==> src/include/msrm_pkg.sv <==
// constants of the mux switch register map: addresses, resets, fields, frames
// assumes a framing block that hands over whole 16-bit frames on clk
package msrm_pkg;
   // register addresses
   localparam logic [6:0] ADDR_SWITCH_DATA = 7'h01;
   localparam logic [6:0] ADDR_ERROR_CFG   = 7'h02;
   localparam logic [6:0] ADDR_ERROR_FLAGS = 7'h03;
   localparam logic [6:0] ADDR_BURST_EN    = 7'h05;
   localparam logic [6:0] ADDR_CYCLE_EN    = 7'h06;
   localparam logic [6:0] ADDR_CYCLE_MASK  = 7'h07;
   localparam logic [6:0] ADDR_EDGE_SEL    = 7'h09;
   localparam logic [6:0] ADDR_RESET_KEY   = 7'h0B;
   // reset values
   localparam logic [7:0] RST_SWITCH_DATA  = 8'h00;
   localparam logic [7:0] RST_ERROR_CFG    = 8'h06;
   localparam logic [7:0] RST_ERROR_FLAGS  = 8'h00;
   localparam logic [7:0] RST_BURST_EN     = 8'h00;
   localparam logic [7:0] RST_CYCLE_EN     = 8'h00;
   localparam logic [7:0] RST_MASK_EIGHT   = 8'hFF;
   localparam logic [7:0] RST_MASK_FOUR    = 8'h0F;
   localparam logic [7:0] RST_EDGE_SEL     = 8'h00;
   localparam logic [7:0] RST_RESET_KEY    = 8'h00;
   // writable bits; reserved bits stay zero
   localparam logic [7:0] WMASK_SW_EIGHT   = 8'hFF;
   localparam logic [7:0] WMASK_SW_FOUR    = 8'hF7;
   localparam logic [7:0] WMASK_ERROR_CFG  = 8'h07;
   localparam logic [7:0] WMASK_ONE_BIT    = 8'h01;
   localparam logic [7:0] WMASK_FULL       = 8'hFF;
   // field positions
   localparam int SW_EN_BIT    = 0;
   localparam int SW_SEL_LSB   = 1;
   localparam int SW_GP_LSB    = 4;
   localparam int ERR_CRC_BIT  = 0;
   localparam int ERR_SCLK_BIT = 1;
   localparam int ERR_ADDR_BIT = 2;
   localparam int ENABLE_BIT   = 0;
   localparam int FRAME_RD_BIT = 15;
   localparam int FRAME_A_MSB  = 14;
   localparam int FRAME_A_LSB  = 8;
   // special frames and key values
   localparam logic [15:0] FRAME_ERR_CLEAR = 16'h6CA9;
   localparam logic [15:0] FRAME_EXIT_1    = 16'hA318;
   localparam logic [15:0] FRAME_EXIT_2    = 16'hE3B4;
   localparam logic [7:0]  KEY_FIRST       = 8'hA3;
   localparam logic [7:0]  KEY_SECOND      = 8'h05;
   // two-step sequence trackers
   typedef enum logic {MSRM_STEP_IDLE, MSRM_STEP_ARMED} msrm_step_t;
endpackage

==> src/include/msrm_seq_if.sv <==
// link between the register map and the channel cycling sequencer
// assumes both ends run on the same clock
`timescale 1ns/1ps
`default_nettype none
interface msrm_seq_if;
   logic       enable;
   logic [7:0] mask;
   logic       edge_sel;
   logic       conv;
   logic [2:0] channel;
   logic       wrap;
   modport ctrl (output enable, mask, edge_sel, conv, input channel, wrap);
   modport seq  (input enable, mask, edge_sel, conv, output channel, wrap);
endinterface
`default_nettype wire

==> src/msrm_top.sv <==
// register map and general-purpose outputs of the serial mux switch
// assumes framing logic on clk delivers checked 16-bit frames and error events
//
// How it works
// four general outputs follow upper nibble of switch data
// general outputs forced low while channel cycling runs
// switch data 0x01: outputs, three select bits, enable; reset zero
// four-pair variant: switch data bit 3 reserved, two select bits
// error config 0x02 resets 0x06: address, count, crc check enables
// error flags 0x03 read-only: address, count, crc flags
// burst enable 0x05 bit 0, selects multi-command frames
// cycle enable 0x06 bit 0 starts conversion-driven channel cycling
// channel mask 0x07, one bit per channel, reset 0xFF
// four-pair variant mask uses bits 3..0, reset 0x0F
// conversion edge select 0x09, one field, rest reserved
// software reset key 0x0B, read/write, reset zero
// key writes 0xA3 then 0x05 return all registers to default
// frame 0x6CA9 clears error flags without address error
// while cycling only 0xA318 then 0xE3B4 is heard; it exits
// edge select picks strobe edge that advances the channel
// reserved bits read zero; writes to error flags count as address errors
`timescale 1ns/1ps
`default_nettype none
module msrm_top #(
   parameter bit FOUR_PAIR = 1'b0
) (
   // clock and reset
   input  wire logic        clk,
   input  wire logic        rst_b,
   // frames from serial framing logic
   input  wire logic        frame_valid,
   input  wire logic [15:0] frame_data,
   input  wire logic        crc_err_evt,
   input  wire logic        sclk_err_evt,
   // conversion strobe pin
   input  wire logic        conversion_strobe,
   // read answer
   output logic             rd_valid,
   output logic [7:0]       rd_data,
   // general-purpose outputs
   output logic             gp_out_1,
   output logic             gp_out_2,
   output logic             gp_out_3,
   output logic             gp_out_4,
   // switch control
   output logic             chan_sel_0,
   output logic             chan_sel_1,
   output logic             chan_sel_2,
   output logic             mux_enable,
   output logic             cycle_wrap,
   // modes for the framing logic
   output logic             burst_mode,
   output logic             crc_check,
   output logic             sclk_check,
   output logic             cycling
);
   localparam logic [7:0] SW_WMASK   = FOUR_PAIR ? msrm_pkg::WMASK_SW_FOUR
                                                 : msrm_pkg::WMASK_SW_EIGHT;
   localparam logic [7:0] MASK_RST   = FOUR_PAIR ? msrm_pkg::RST_MASK_FOUR
                                                 : msrm_pkg::RST_MASK_EIGHT;
   localparam logic [7:0] MASK_WMASK = MASK_RST;

   // registers
   logic [7:0] switch_data;
   logic [7:0] error_config;
   logic [7:0] error_flags;
   logic [7:0] burst_enable;
   logic [7:0] cycle_enable;
   logic [7:0] cycle_channel_mask;
   logic [7:0] conversion_edge_select;
   logic [7:0] software_reset_key;
   msrm_pkg::msrm_step_t key_step;
   msrm_pkg::msrm_step_t exit_step;
   logic [7:0] next_switch_data;
   logic [7:0] next_error_config;
   logic [7:0] next_error_flags;
   logic [7:0] next_burst_enable;
   logic [7:0] next_cycle_enable;
   logic [7:0] next_cycle_channel_mask;
   logic [7:0] next_conversion_edge_select;
   logic [7:0] next_software_reset_key;
   msrm_pkg::msrm_step_t next_key_step;
   msrm_pkg::msrm_step_t next_exit_step;
   logic       next_rd_valid;
   logic [7:0] next_rd_data;
   logic       conv_meta;
   logic       conv_sync;
   logic [2:0] sel_bits;

   // frame decode
   logic       is_rd;
   logic [6:0] addr;
   logic [7:0] wdat;
   logic       addr_bad;
   logic       soft_reset;
   logic       clear_flags;
   logic [7:0] set_flags;
   logic [7:0] rd_mux;
   msrm_seq_if sq ();
   msrm_cycle_seq #(
      .N_CHAN (FOUR_PAIR ? 4 : 8)
   ) u_seq (
      .clk   (clk),
      .rst_b (rst_b),
      .sq    (sq.seq)
   );
   assign is_rd = frame_data[msrm_pkg::FRAME_RD_BIT];
   assign addr  = frame_data[msrm_pkg::FRAME_A_MSB:msrm_pkg::FRAME_A_LSB];
   assign wdat  = frame_data[7:0];
   // address check; a write to the flags register counts as bad
   always_comb begin
      unique case (addr)
         msrm_pkg::ADDR_SWITCH_DATA,
         msrm_pkg::ADDR_ERROR_CFG,
         msrm_pkg::ADDR_BURST_EN,
         msrm_pkg::ADDR_CYCLE_EN,
         msrm_pkg::ADDR_CYCLE_MASK,
         msrm_pkg::ADDR_EDGE_SEL,
         msrm_pkg::ADDR_RESET_KEY:   addr_bad = 1'b0;
         msrm_pkg::ADDR_ERROR_FLAGS: addr_bad = !is_rd;
         default:                    addr_bad = 1'b1;
      endcase
   end
   // read mux; reserved bits are held zero so read back zero
   always_comb begin
      unique case (addr)
         msrm_pkg::ADDR_SWITCH_DATA: rd_mux = switch_data;
         msrm_pkg::ADDR_ERROR_CFG:   rd_mux = error_config;
         msrm_pkg::ADDR_ERROR_FLAGS: rd_mux = error_flags;
         msrm_pkg::ADDR_BURST_EN:    rd_mux = burst_enable;
         msrm_pkg::ADDR_CYCLE_EN:    rd_mux = cycle_enable;
         msrm_pkg::ADDR_CYCLE_MASK:  rd_mux = cycle_channel_mask;
         msrm_pkg::ADDR_EDGE_SEL:    rd_mux = conversion_edge_select;
         msrm_pkg::ADDR_RESET_KEY:   rd_mux = software_reset_key;
         default:                    rd_mux = 8'h00;
      endcase
   end
   // next register values from frames and error events
   always_comb begin
      next_switch_data            = switch_data;
      next_error_config           = error_config;
      next_burst_enable           = burst_enable;
      next_cycle_enable           = cycle_enable;
      next_cycle_channel_mask     = cycle_channel_mask;
      next_conversion_edge_select = conversion_edge_select;
      next_software_reset_key     = software_reset_key;
      next_key_step               = key_step;
      next_exit_step              = exit_step;
      next_rd_valid               = 1'b0;
      next_rd_data                = rd_data;
      soft_reset                  = 1'b0;
      clear_flags                 = 1'b0;
      set_flags                   = 8'h00;
      // error events count only when their check is on
      set_flags[msrm_pkg::ERR_CRC_BIT]  = crc_err_evt & error_config[msrm_pkg::ERR_CRC_BIT];
      set_flags[msrm_pkg::ERR_SCLK_BIT] = sclk_err_evt & error_config[msrm_pkg::ERR_SCLK_BIT];
      if (frame_valid) begin
         if (cycle_enable[msrm_pkg::ENABLE_BIT]) begin
            // only the two-frame exit is heard while cycling
            if (exit_step == msrm_pkg::MSRM_STEP_ARMED
                && frame_data == msrm_pkg::FRAME_EXIT_2) begin
               next_cycle_enable = msrm_pkg::RST_CYCLE_EN;
               next_exit_step    = msrm_pkg::MSRM_STEP_IDLE;
            end else if (frame_data == msrm_pkg::FRAME_EXIT_1) begin
               next_exit_step = msrm_pkg::MSRM_STEP_ARMED;
            end else begin
               next_exit_step = msrm_pkg::MSRM_STEP_IDLE;
            end
         end else if (frame_data == msrm_pkg::FRAME_ERR_CLEAR) begin
            clear_flags   = 1'b1;                   // no address error here
            next_key_step = msrm_pkg::MSRM_STEP_IDLE;
         end else if (addr_bad) begin
            set_flags[msrm_pkg::ERR_ADDR_BIT] = error_config[msrm_pkg::ERR_ADDR_BIT];
            next_key_step = msrm_pkg::MSRM_STEP_IDLE; // no write happens
         end else if (is_rd) begin
            next_rd_valid = 1'b1;
            next_rd_data  = rd_mux;
            next_key_step = msrm_pkg::MSRM_STEP_IDLE;
         end else begin
            next_key_step = msrm_pkg::MSRM_STEP_IDLE;
            unique case (addr)
               msrm_pkg::ADDR_SWITCH_DATA: next_switch_data = wdat & SW_WMASK;
               msrm_pkg::ADDR_ERROR_CFG:
                  next_error_config = wdat & msrm_pkg::WMASK_ERROR_CFG;
               msrm_pkg::ADDR_BURST_EN:
                  next_burst_enable = wdat & msrm_pkg::WMASK_ONE_BIT;
               msrm_pkg::ADDR_CYCLE_EN:
                  next_cycle_enable = wdat & msrm_pkg::WMASK_ONE_BIT;
               msrm_pkg::ADDR_CYCLE_MASK:
                  next_cycle_channel_mask = wdat & MASK_WMASK;
               msrm_pkg::ADDR_EDGE_SEL:
                  next_conversion_edge_select = wdat & msrm_pkg::WMASK_ONE_BIT;
               msrm_pkg::ADDR_RESET_KEY: begin
                  next_software_reset_key = wdat & msrm_pkg::WMASK_FULL;
                  // key only counts in two back-to-back frames
                  soft_reset = (key_step == msrm_pkg::MSRM_STEP_ARMED)
                               && (wdat == msrm_pkg::KEY_SECOND);
                  if (wdat == msrm_pkg::KEY_FIRST) begin
                     next_key_step = msrm_pkg::MSRM_STEP_ARMED;
                  end
               end
               default: next_key_step = msrm_pkg::MSRM_STEP_IDLE;
            endcase
         end
      end
      // a new error beats a clear arriving in the same cycle
      next_error_flags = (clear_flags ? msrm_pkg::RST_ERROR_FLAGS : error_flags)
                         | set_flags;
      if (soft_reset) begin
         next_switch_data            = msrm_pkg::RST_SWITCH_DATA;
         next_error_config           = msrm_pkg::RST_ERROR_CFG;
         next_error_flags            = msrm_pkg::RST_ERROR_FLAGS;
         next_burst_enable           = msrm_pkg::RST_BURST_EN;
         next_cycle_enable           = msrm_pkg::RST_CYCLE_EN;
         next_cycle_channel_mask     = MASK_RST;
         next_conversion_edge_select = msrm_pkg::RST_EDGE_SEL;
         next_software_reset_key     = msrm_pkg::RST_RESET_KEY;
         next_key_step               = msrm_pkg::MSRM_STEP_IDLE;
      end
   end
   // register file
   always_ff @(posedge clk or negedge rst_b) begin
      if (!rst_b) begin
         switch_data            <= msrm_pkg::RST_SWITCH_DATA;
         error_config           <= msrm_pkg::RST_ERROR_CFG;
         error_flags            <= msrm_pkg::RST_ERROR_FLAGS;
         burst_enable           <= msrm_pkg::RST_BURST_EN;
         cycle_enable           <= msrm_pkg::RST_CYCLE_EN;
         cycle_channel_mask     <= MASK_RST;
         conversion_edge_select <= msrm_pkg::RST_EDGE_SEL;
         software_reset_key     <= msrm_pkg::RST_RESET_KEY;
         key_step               <= msrm_pkg::MSRM_STEP_IDLE;
         exit_step              <= msrm_pkg::MSRM_STEP_IDLE;
         rd_valid               <= 1'b0;
         rd_data                <= 8'h00;
      end else begin
         switch_data            <= next_switch_data;
         error_config           <= next_error_config;
         error_flags            <= next_error_flags;
         burst_enable           <= next_burst_enable;
         cycle_enable           <= next_cycle_enable;
         cycle_channel_mask     <= next_cycle_channel_mask;
         conversion_edge_select <= next_conversion_edge_select;
         software_reset_key     <= next_software_reset_key;
         key_step               <= next_key_step;
         exit_step              <= next_exit_step;
         rd_valid               <= next_rd_valid;
         rd_data                <= next_rd_data;
      end
   end
   // strobe pin is asynchronous to clk, two stages before use
   always_ff @(posedge clk or negedge rst_b) begin
      if (!rst_b) begin
         conv_meta <= 1'b0;
         conv_sync <= 1'b0;
      end else begin
         conv_meta <= conversion_strobe;
         conv_sync <= conv_meta;
      end
   end
   assign sq.enable   = cycle_enable[msrm_pkg::ENABLE_BIT];
   assign sq.mask     = cycle_channel_mask;
   assign sq.edge_sel = conversion_edge_select[msrm_pkg::ENABLE_BIT];
   assign sq.conv     = conv_sync;
   // select bits from register or sequencer; upper bit unused for pairs
   assign sel_bits = cycle_enable[msrm_pkg::ENABLE_BIT] ? sq.channel
                   : switch_data[msrm_pkg::SW_SEL_LSB +: 3];
   // output flops; one cycle behind the registers
   always_ff @(posedge clk or negedge rst_b) begin
      if (!rst_b) begin
         {gp_out_4, gp_out_3, gp_out_2, gp_out_1} <= 4'h0;
         {chan_sel_2, chan_sel_1, chan_sel_0}     <= 3'h0;
         mux_enable <= 1'b0;
         cycle_wrap <= 1'b0;
         burst_mode <= 1'b0;
         crc_check  <= 1'b0;
         sclk_check <= 1'b0;
         cycling    <= 1'b0;
      end else begin
         {gp_out_4, gp_out_3, gp_out_2, gp_out_1} <= cycle_enable[msrm_pkg::ENABLE_BIT]
            ? 4'h0
            : switch_data[msrm_pkg::SW_GP_LSB +: 4];
         {chan_sel_2, chan_sel_1, chan_sel_0} <= {sel_bits[2] & ~FOUR_PAIR,
                                                  sel_bits[1:0]};
         mux_enable <= cycle_enable[msrm_pkg::ENABLE_BIT] | switch_data[msrm_pkg::SW_EN_BIT];
         cycle_wrap <= sq.wrap;
         burst_mode <= burst_enable[msrm_pkg::ENABLE_BIT];
         crc_check  <= error_config[msrm_pkg::ERR_CRC_BIT];
         sclk_check <= error_config[msrm_pkg::ERR_SCLK_BIT];
         cycling    <= cycle_enable[msrm_pkg::ENABLE_BIT];
      end
   end
   gp_low_a: assert property (@(posedge clk) disable iff (!rst_b)
      cycle_enable[msrm_pkg::ENABLE_BIT] |=> !(gp_out_1 | gp_out_2 | gp_out_3 | gp_out_4))
      else $error("general output high while cycling");
   gp_follow_a: assert property (@(posedge clk) disable iff (!rst_b)
      !cycle_enable[msrm_pkg::ENABLE_BIT] |=> ({gp_out_4, gp_out_3, gp_out_2, gp_out_1}
         == $past(switch_data[msrm_pkg::SW_GP_LSB +: 4])))
      else $error("general outputs do not follow switch data");
   flags_ro_a: assert property (@(posedge clk) disable iff (!rst_b)
      (frame_valid && !is_rd && addr == msrm_pkg::ADDR_ERROR_FLAGS && !crc_err_evt
       && !sclk_err_evt && !cycle_enable[msrm_pkg::ENABLE_BIT])
      |=> $stable(error_flags[msrm_pkg::ERR_SCLK_BIT:msrm_pkg::ERR_CRC_BIT]))
      else $error("write changed the error flags");
   err_clear_a: assert property (@(posedge clk) disable iff (!rst_b)
      (frame_valid && frame_data == msrm_pkg::FRAME_ERR_CLEAR && !crc_err_evt
       && !sclk_err_evt && !cycle_enable[msrm_pkg::ENABLE_BIT])
      |=> error_flags == msrm_pkg::RST_ERROR_FLAGS)
      else $error("clear frame left error flags set");
   bad_addr_a: assert property (@(posedge clk) disable iff (!rst_b)
      (frame_valid && addr_bad && frame_data != msrm_pkg::FRAME_ERR_CLEAR
       && !cycle_enable[msrm_pkg::ENABLE_BIT] && error_config[msrm_pkg::ERR_ADDR_BIT])
      |=> error_flags[msrm_pkg::ERR_ADDR_BIT])
      else $error("bad address did not raise its flag");
   soft_reset_a: assert property (@(posedge clk) disable iff (!rst_b)
      (frame_valid && !is_rd && addr == msrm_pkg::ADDR_RESET_KEY
       && wdat == msrm_pkg::KEY_SECOND && key_step == msrm_pkg::MSRM_STEP_ARMED
       && !cycle_enable[msrm_pkg::ENABLE_BIT])
      |=> (error_config == msrm_pkg::RST_ERROR_CFG && switch_data == msrm_pkg::RST_SWITCH_DATA
           && software_reset_key == msrm_pkg::RST_RESET_KEY))
      else $error("key sequence did not restore defaults");
   cycle_exit_a: assert property (@(posedge clk) disable iff (!rst_b)
      (cycle_enable[msrm_pkg::ENABLE_BIT] && exit_step == msrm_pkg::MSRM_STEP_ARMED
       && frame_valid && frame_data == msrm_pkg::FRAME_EXIT_2)
      |=> !cycle_enable[msrm_pkg::ENABLE_BIT] ##1 !cycling)
      else $error("exit frames did not leave cycling");
   burst_follow_a: assert property (@(posedge clk) disable iff (!rst_b)
      $changed(burst_enable) |=> burst_mode == $past(burst_enable[msrm_pkg::ENABLE_BIT]))
      else $error("burst mode output lags its register");
   reserved_zero_a: assert property (@(posedge clk) disable iff (!rst_b)
      ((switch_data & ~SW_WMASK) == 8'h00) && ((cycle_channel_mask & ~MASK_WMASK) == 8'h00))
      else $error("reserved register bit set");
endmodule // msrm_top
`default_nettype wire

==> src/msrm_cycle_seq.sv <==
// channel cycling sequencer: steps through included channels on conversion edges
// assumes conv is already synchronised to clk
`timescale 1ns/1ps
`default_nettype none
module msrm_cycle_seq #(
   parameter int N_CHAN = 8
) (
   // clock and reset
   input wire logic clk,
   input wire logic rst_b,
   // control side
   msrm_seq_if.seq  sq
);
   logic       conv_d;
   logic       active;
   logic [2:0] channel;
   logic       wrap;
   logic       next_active;
   logic [2:0] next_channel;
   logic       next_wrap;
   logic       step;
   logic [3:0] found;

   // first included channel after cur, wrapping; msb flags a hit
   function automatic logic [3:0] msrm_next_incl(logic [2:0] cur, logic [7:0] m);
      logic [3:0] r;
      int         j;
      r = '0;
      for (int k = N_CHAN; k >= 1; k--) begin
         j = (int'(cur) + k) % N_CHAN;
         if (m[j]) begin
            r = {1'b1, 3'(j)};
         end
      end
      return r;
   endfunction

   // selected edge of the strobe advances the channel
   assign step  = sq.edge_sel ? (conv_d & ~sq.conv) : (~conv_d & sq.conv);
   assign found = msrm_next_incl(active ? channel : 3'(N_CHAN - 1), sq.mask);

   // next sequencer state
   always_comb begin
      next_active  = sq.enable;
      next_channel = channel;
      next_wrap    = 1'b0;
      if (sq.enable && !active && found[3]) begin
         next_channel = found[2:0];             // start on lowest included
      end else if (sq.enable && step && found[3]) begin
         next_channel = found[2:0];
         next_wrap    = (found[2:0] <= channel); // loop back to start of sequence
      end
   end

   // registers
   always_ff @(posedge clk or negedge rst_b) begin
      if (!rst_b) begin
         conv_d  <= 1'b0;
         active  <= 1'b0;
         channel <= 3'h0;
         wrap    <= 1'b0;
      end else begin
         conv_d  <= sq.conv;
         active  <= next_active;
         channel <= next_channel;
         wrap    <= next_wrap;
      end
   end

   assign sq.channel = channel;
   assign sq.wrap    = wrap;

   seq_step_a: assert property (@(posedge clk) disable iff (!rst_b)
      (active && sq.enable && step && (sq.mask != 8'h00)) |=> sq.mask[channel])
      else $error("channel stepped to an excluded channel");
   seq_hold_a: assert property (@(posedge clk) disable iff (!rst_b)
      (active && sq.enable && !step) |=> $stable(channel))
      else $error("channel moved without a conversion edge");
endmodule // msrm_cycle_seq
`default_nettype wire

==> config.mk <==
export PLATFORM = sky130hd
export DESIGN_NAME = msrm_top
export DESIGN_NICKNAME = d
export VERILOG_FILES = /design/src/include/msrm_pkg.sv /design/src/include/msrm_seq_if.sv /design/src/msrm_top.sv /design/src/msrm_cycle_seq.sv
export SDC_FILE = /design/constraint.sdc
export NUM_CORES = 1
export LEC_CHECK = 0
export BUFFER_PORTS_ARGS = -buffer_cell sky130_fd_sc_hd__buf_2
export CAP_MARGIN = 20
export CORE_MARGIN = 2
export CORE_UTILIZATION = 55
export DETAILED_ROUTE_END_ITERATION = 10
export PLACE_DENSITY = 0.75
export SKIP_LAST_GASP = 1
export SLEW_MARGIN = 10
export SYNTH_ARGS = -nofsm -noshare
export SYNTH_HDL_FRONTEND = slang
export SYNTH_HIERARCHICAL = 1
export SYNTH_SLANG_ARGS = --single-unit
==> constraint.sdc <==
create_clock -name clk -period 4.6 [get_ports clk]
set_input_delay 0.69 -clock clk [delete_from_list [all_inputs] [get_ports clk]]
set_output_delay 0.69 -clock clk [all_outputs]
set_load 0.01 [all_outputs]
### Word level (Yosys, flattened, before mapping)

Cells that the tools add are included.

| word-level totals | value |
|---|---|
| input bits | 22 |
| register bits | 95 |

| operators by class | value |
|---|---|
| $add $sub $neg | 8 |
| multiplexer cells | 122 |
| equal/unequal tests | 21 |
| bitwise gates (word level) | 19 |
| order comparisons | 9 |
| reductions and logical operators | 36 |

Operators with widths:

| operator | number |
|---|---|
| 2-to-1 mux 8 bit | 52 |
| one-hot mux 8 bit (8 select lines) | 1 |
| 2-to-1 mux 1 bit | 47 |
| AND reduction 6 bit | 7 |
| < comparator 4 x 5 -> 1 bit, second input constant | 8 |
| 2-to-1 mux 4 bit | 9 |
| equality test 16 bit, second input constant | 2 |
| binary-select mux 1 bit (select 3 bit) | 8 |
| OR reduction 3 bit | 8 |
| equality test 7 x 3 -> 1 bit, second input constant | 3 |
| equality test 16 x 15 -> 1 bit, second input constant | 1 |
| nonzero test 2 bit | 8 |
| equality test 7 x 2 -> 1 bit, second input constant | 2 |
| equality test 7 x 4 -> 1 bit, second input constant | 2 |
| adder 3 bit, second input constant | 4 |
| 2-to-1 mux 3 bit | 4 |
| AND 1 bit, first input constant | 8 |
| equality test 8 x 3 -> 1 bit, second input constant | 1 |
| equality test 8 bit, second input constant | 1 |
| bitwise OR 8 x 3 -> 8 bit | 1 |
| equality test 7 x 1 -> 1 bit, second input constant | 1 |
| OR reduction 7 bit | 1 |
| adder 3 x 1 -> 3 bit, second input constant | 2 |
| adder 3 x 2 -> 3 bit, second input constant | 2 |
| 15 further kinds | 32 |

### Depth between registers and ports, before layout

| logic depth | value |
|---|---|
| word-level depth | 18 |
| depth in mapped cells | 16 |
| mapped depth without buffers | 14 |

### Cells and area by module

Netlist, hierarchy kept.

Modules (own cells, without submodules):

| module | seq. area each (um^2) | area an instance (um^2) | instances | cells each |
|---|---|---|---|---|
| msrm_top | 1,488.9 | 2,737.6 | 1 | 254 |
| msrm_cycle_seq | 150.1 | 1,442.6 | 1 | 176 |

### Worst setup path after synthesis

Ideal clock, no wire load.

| timing path | value |
|---|---|
| path kind | register to register |
| start point | register u_seq.active |
| end point | register u_seq.wrap (netlist: u_seq/sq.wrap) |
| slack | 0.844 ns |
| arrival time | 3.684 ns |
| data required time | 4.528 ns |
| path buffers | 1 |
| stages on the path, launching flop included | 16 |
| library setup time | 0.072 ns |
| cell sequence | dfrtp_1 > nor2b_1 > buf_1 > inv_1 > ha_1 > xnor2_1 > mux4_2 > a21boi_0 > o2111a_1 > a22oi_1 > ha_1 > nor2b_1 > o21a_1 > o21ai_0 > nand4b_1 > nor2_1 |

| between the ends | value |
|---|---|
| longest elaborated chain between the ends | 16 |
| elaborated cells between the ends (all ways) | 48 |

Ends and longest elaborated chain:

| element | RTL line | text |
|---|---|---|
| from (decl) | msrm_cycle_seq.sv:15 | `logic active;` |
| from (signal assigned) | msrm_cycle_seq.sv:64 | `active <= next_active;` |
| 2-to-1 mux 3 bit (*) | msrm_cycle_seq.sv:40 | `assign found = msrm_next_incl(active ? channel : 3'(N_CHAN - 1), sq.mask);` |
| adder 3 x 1 -> 3 bit | msrm_cycle_seq.sv:30 | `j = (int'(cur) + k) % N_CHAN;` |
| binary-select mux 1 bit (select 3 bit) | msrm_cycle_seq.sv:31 | `if (m[j]) begin` |
| 2-to-1 mux 1 bit (not written as such) (2 in a row) | msrm_cycle_seq.sv:31 |  |
| 2-to-1 mux 4 bit (7 in a row) | msrm_cycle_seq.sv:31 |  |
| 2-to-1 mux 4 bit (*) | msrm_cycle_seq.sv:31 |  |
| net u_seq.found[1] | msrm_cycle_seq.sv:22 | `logic [3:0] found;` |
| <= comparator 3 bit (*) | msrm_cycle_seq.sv:51 | `next_wrap = (found[2:0] <= channel);` |
| 2-to-1 mux 1 bit (*) | msrm_cycle_seq.sv:49 | `end else if (sq.enable && step && found[3]) begin` |
| 2-to-1 mux 1 bit (*) | msrm_cycle_seq.sv:47 | `if (sq.enable && !active && found[3]) begin` |
| net u_seq.next_wrap | msrm_cycle_seq.sv:20 | `logic next_wrap;` |
| to (signal assigned) | msrm_cycle_seq.sv:66 | `wrap <= next_wrap;` |
| to (decl) | msrm_cycle_seq.sv:17 | `logic wrap;` |

The timed path passes the listed nets; every way through them passes the cells marked *. The select of a mux whose other input is x is not followed.
A chain may end at the register's enable or synchronous reset.

### Final worst setup path

Ends and elaborated chain as after synthesis.

==> results.json <==
{
  "io_buffers": 43,
  "seq_area_frac_synth_pct": 39.2,
  "first_pass_iters": 5,
  "routed_wl_mm": 10.7,
  "tightest_slew_ns": 0.730,
  "hold_class": "flip-flop to flip-flop",
  "clockRootBuffer": "clkbuf_8",
  "worst_ir_drop_vdd_mv": 0.229,
  "yosys.area.top_type_share_pct": 32.9,
  "hold_depth": 0,
  "area_growth_pct": 11.8,
  "start_util_pct": 57.3,
  "drive_gt1_share_pct": 24.3,
  "async_flop_share_pct": 100,
  "syn_inst": 430,
  "synth-seq-cells": 65,
  "path_common_cell": "ha_1",
  "synth_top_area_cell": "dfrtp_1",
  "synth_flop_cell": "dfrtp_1",
  "r2r-start": "u_seq/active$_DFF_PN0_",
  "cpMaxStageDelayCell": "dfrtp_1",
  "critical_path.max_stage_delay_ns": 0.66,
  "setup_viol": 0,
  "wl_per_cell_um": 18.9,
  "fin_skew_ns": 0.00698,
  "die_h_um": 91.2,
  "min_to": "cycle_wrap$_DFF_PN0_",
  "hp-start": "u_seq/sq.wrap$_DFF_PN0_",
  "synth_cell_types": 72,
  "relSlewSlack_pct": 51.4,
  "grt_pass1_wl_mm": 18.0,
  "synth_fp_nets": 456,
  "critPathTopFamily": "compound AO/OA/AOI/OAI gates",
  "clk_latency_ns": 0.34,
  "final_core_util_pct": 64.1,
  "cts-htree-levels": 3,
  "dp_hpwl_mm": 7.63,
  "r2r_end": "u_seq/sq.wrap$_DFF_PN0_",
  "track_usage_pct": 27.1,
  "leakage_nw": 1.99,
  "r2r_slack_ns": 0.61,
  "ctsResizeCount": 0,
  "overflow": 0,
  "critPathMaxFanout": 18,
  "synth_edf_count": 0,
  "synth_warnings": 6,
  "cts_buffer_depth": 2,
  "cts_setup_buffers": 0,
  "ys_top_cells_by_count": "dfrtp_1 (55), nand2_1 (42), o21ai_0 (28)",
  "yosysMostFrequentCell": "dfrtp_1",
  "fmax_ghz": 0.250,
  "avgSynthCellArea_um2": 9.72,
  "numCtsBuffers": 9,
  "tns_ns": 0,
  "drv_cap": 0,
  "grt_pass1_vias": 3540,
  "ios": 44,
  "hold_viol": 0,
  "design.core.area_mm2": 0.00729,
  "drv_slew": 0,
  "arrival_ns": 4.26,
  "final_nets": 492,
  "syn_area_mm2": 0.00418,
  "dr_total_vias": 3619,
  "diodes": 0,
  "critPathKind": "flip-flop to flip-flop",
  "endpoint_kind": "flip-flop",
  "synthTopCellsByArea": "dfrtp_1 (33%), dfstp_2 (6.3%), mux2_2 (6.2%)",
  "drt.antenna.violating_nets": 0,
  "drc": 0,
  "clkTransAtPathRegs_ns": 0.07,
  "clkSinkCount": 65,
  "startpoint_type": "flip-flop",
  "cp.required_ns": 4.87,
  "fp-row-count": 31,
  "antenna_found_initial": 0,
  "vias_per_cell": 6.37,
  "cts_tree": "done",
  "rsz0062_at_grt": "false",
  "cts_hold_buf": 0,
  "status": "complete, no violations",
  "fin_crit_sh_pct": 86.8,
  "place_congestion": 1.05,
  "drt_iter0_drc": 214,
  "grt_max_degree": 34,
  "fin_crit_ns": 3.99,
  "reg2regPathDepth": 14,
  "fill_cells": 642,
  "powerDensity_mw_per_mm2": 269,
  "multi_input_area_mm2": 0.00240,
  "crit_buf_inv": 1,
  "die_area_mm2": 0.00831,
  "fp.dieW_um": 91.2,
  "path_cells": "nor2b_4 > inv_2 > ha_1 > xnor2_1 > mux4_2 > a21boi_0 > o2111a_1 > a22oi_1 > ha_1 > nor2b_1 > o21a_1 > o21ai_0 > nand4b_1 > nor2_1",
  "ff_latch_area_mm2": 0.00164
}
[kinds of logic (layout without fill, tap and decap cells)]
kind of cell	Yosys count	after routing	synth area share (%)
AND/OR/NAND/NOR	158	158	20.7
AO/OA/AOI/OAI	113	113	19.0
flip-flops	65	65	39.2
multiplexers	51	51	15.5
buffers and inverters	35	74	3.44
adder cells (fa/ha/maj)	4	4	1.20
XOR/XNOR	4	4	0.838
[worst reg2reg max path, stage by stage, from the launching register on]
cell and delay, ns:
dfrtp_1 0.66, nor2b_4 0.26, inv_2 0.14, ha_1 0.30
xnor2_1 0.40, mux4_2 0.58, a21boi_0 0.15, o2111a_1 0.25
a22oi_1 0.24, ha_1 0.29, nor2b_1 0.13, o21a_1 0.17
o21ai_0 0.15, nand4b_1 0.11, nor2_1 0.11
[final cells by class]
| cell class | instances | area share (%) |
|---|---|---|
| sequential | 65 | 35.1 |
| inverter | 12 | 0.964 |
| clock buffer | 11 | 3.24 |
| clock inverter | 3 | 1.39 |
| timing repair buffer | 48 | 5.41 |
| multi-input combinational | 330 | 51.3 |
| tap | 99 | 2.65 |
[sequential cells by signal, summed over array words and instances, names as in the netlist, 3 cells and up]
register	flops
cycle_channel_mask	8
rd_data	8
software_reset_key	8
switch_data	8
error_config	3
error_flags	3
u_seq/sq.channel	3
[where the power goes]
group,internal [mW],leakage (nW),switching (mW)
logic,0.0474,1.06,0.0829
registers,0.579,0.817,0.00927
clock network,0.328,0.111,0.211
[worst max path at each step]
stage                                    to  cells past startpoint              startpoint  slack [ns]
finish              u_seq/sq.wrap$_DFF_PN0_                     14  u_seq/active$_DFF_PN0_        0.61
global route        u_seq/sq.wrap$_DFF_PN0_                     14  u_seq/active$_DFF_PN0_        0.27
CTS                 u_seq/sq.wrap$_DFF_PN0_                     14  u_seq/active$_DFF_PN0_        0.58
detailed placement  u_seq/sq.wrap$_DFF_PN0_                     14  u_seq/active$_DFF_PN0_        0.61
global placement    u_seq/sq.wrap$_DFF_PN0_                     14  u_seq/active$_DFF_PN0_        0.74
floorplan           u_seq/sq.wrap$_DFF_PN0_                     15  u_seq/active$_DFF_PN0_        0.84
[layer usage]
layer	up-vias	share of wire (%)	global-route usage, %
met3	29	6.4	5.39
met2	161	47	42.8
met5	-	0	0
li1	1687	-	-
met4	0	2.4	8.96
met1	1742	44	37.4
[cells in the final DEF, fill, tap and decap left out, types with 9 or more instances in the layout]
cell type and n:
mux2i_1 18, nor2_1 26, a21oi_1 17, nand2b_1 9, nor2b_1 15, nand2_1 42
clkbuf_8 11, dfrtp_1 55, inv_1 11, mux2_2 23, buf_2 43, a22oi_1 10
o21ai_0 28, dfstp_2 10, nand3_1 16
[through the flow]
step                instances  instance area, um^2  setup slack (ns)  hold slack [ns]  total power [mW]
finish                    568                 4670             0.606            0.357              1.26
global route              568                 4670             0.271            0.360              1.30
CTS                       568                 4670             0.580            0.358              1.26
detailed placement        554                 4460             0.613            0.342             0.727
global placement          554                 4460             0.744            0.338             0.723
floorplan                 430                 4180             0.844            0.331             0.675
Note: power is estimated with default switching activity, not from simulation.
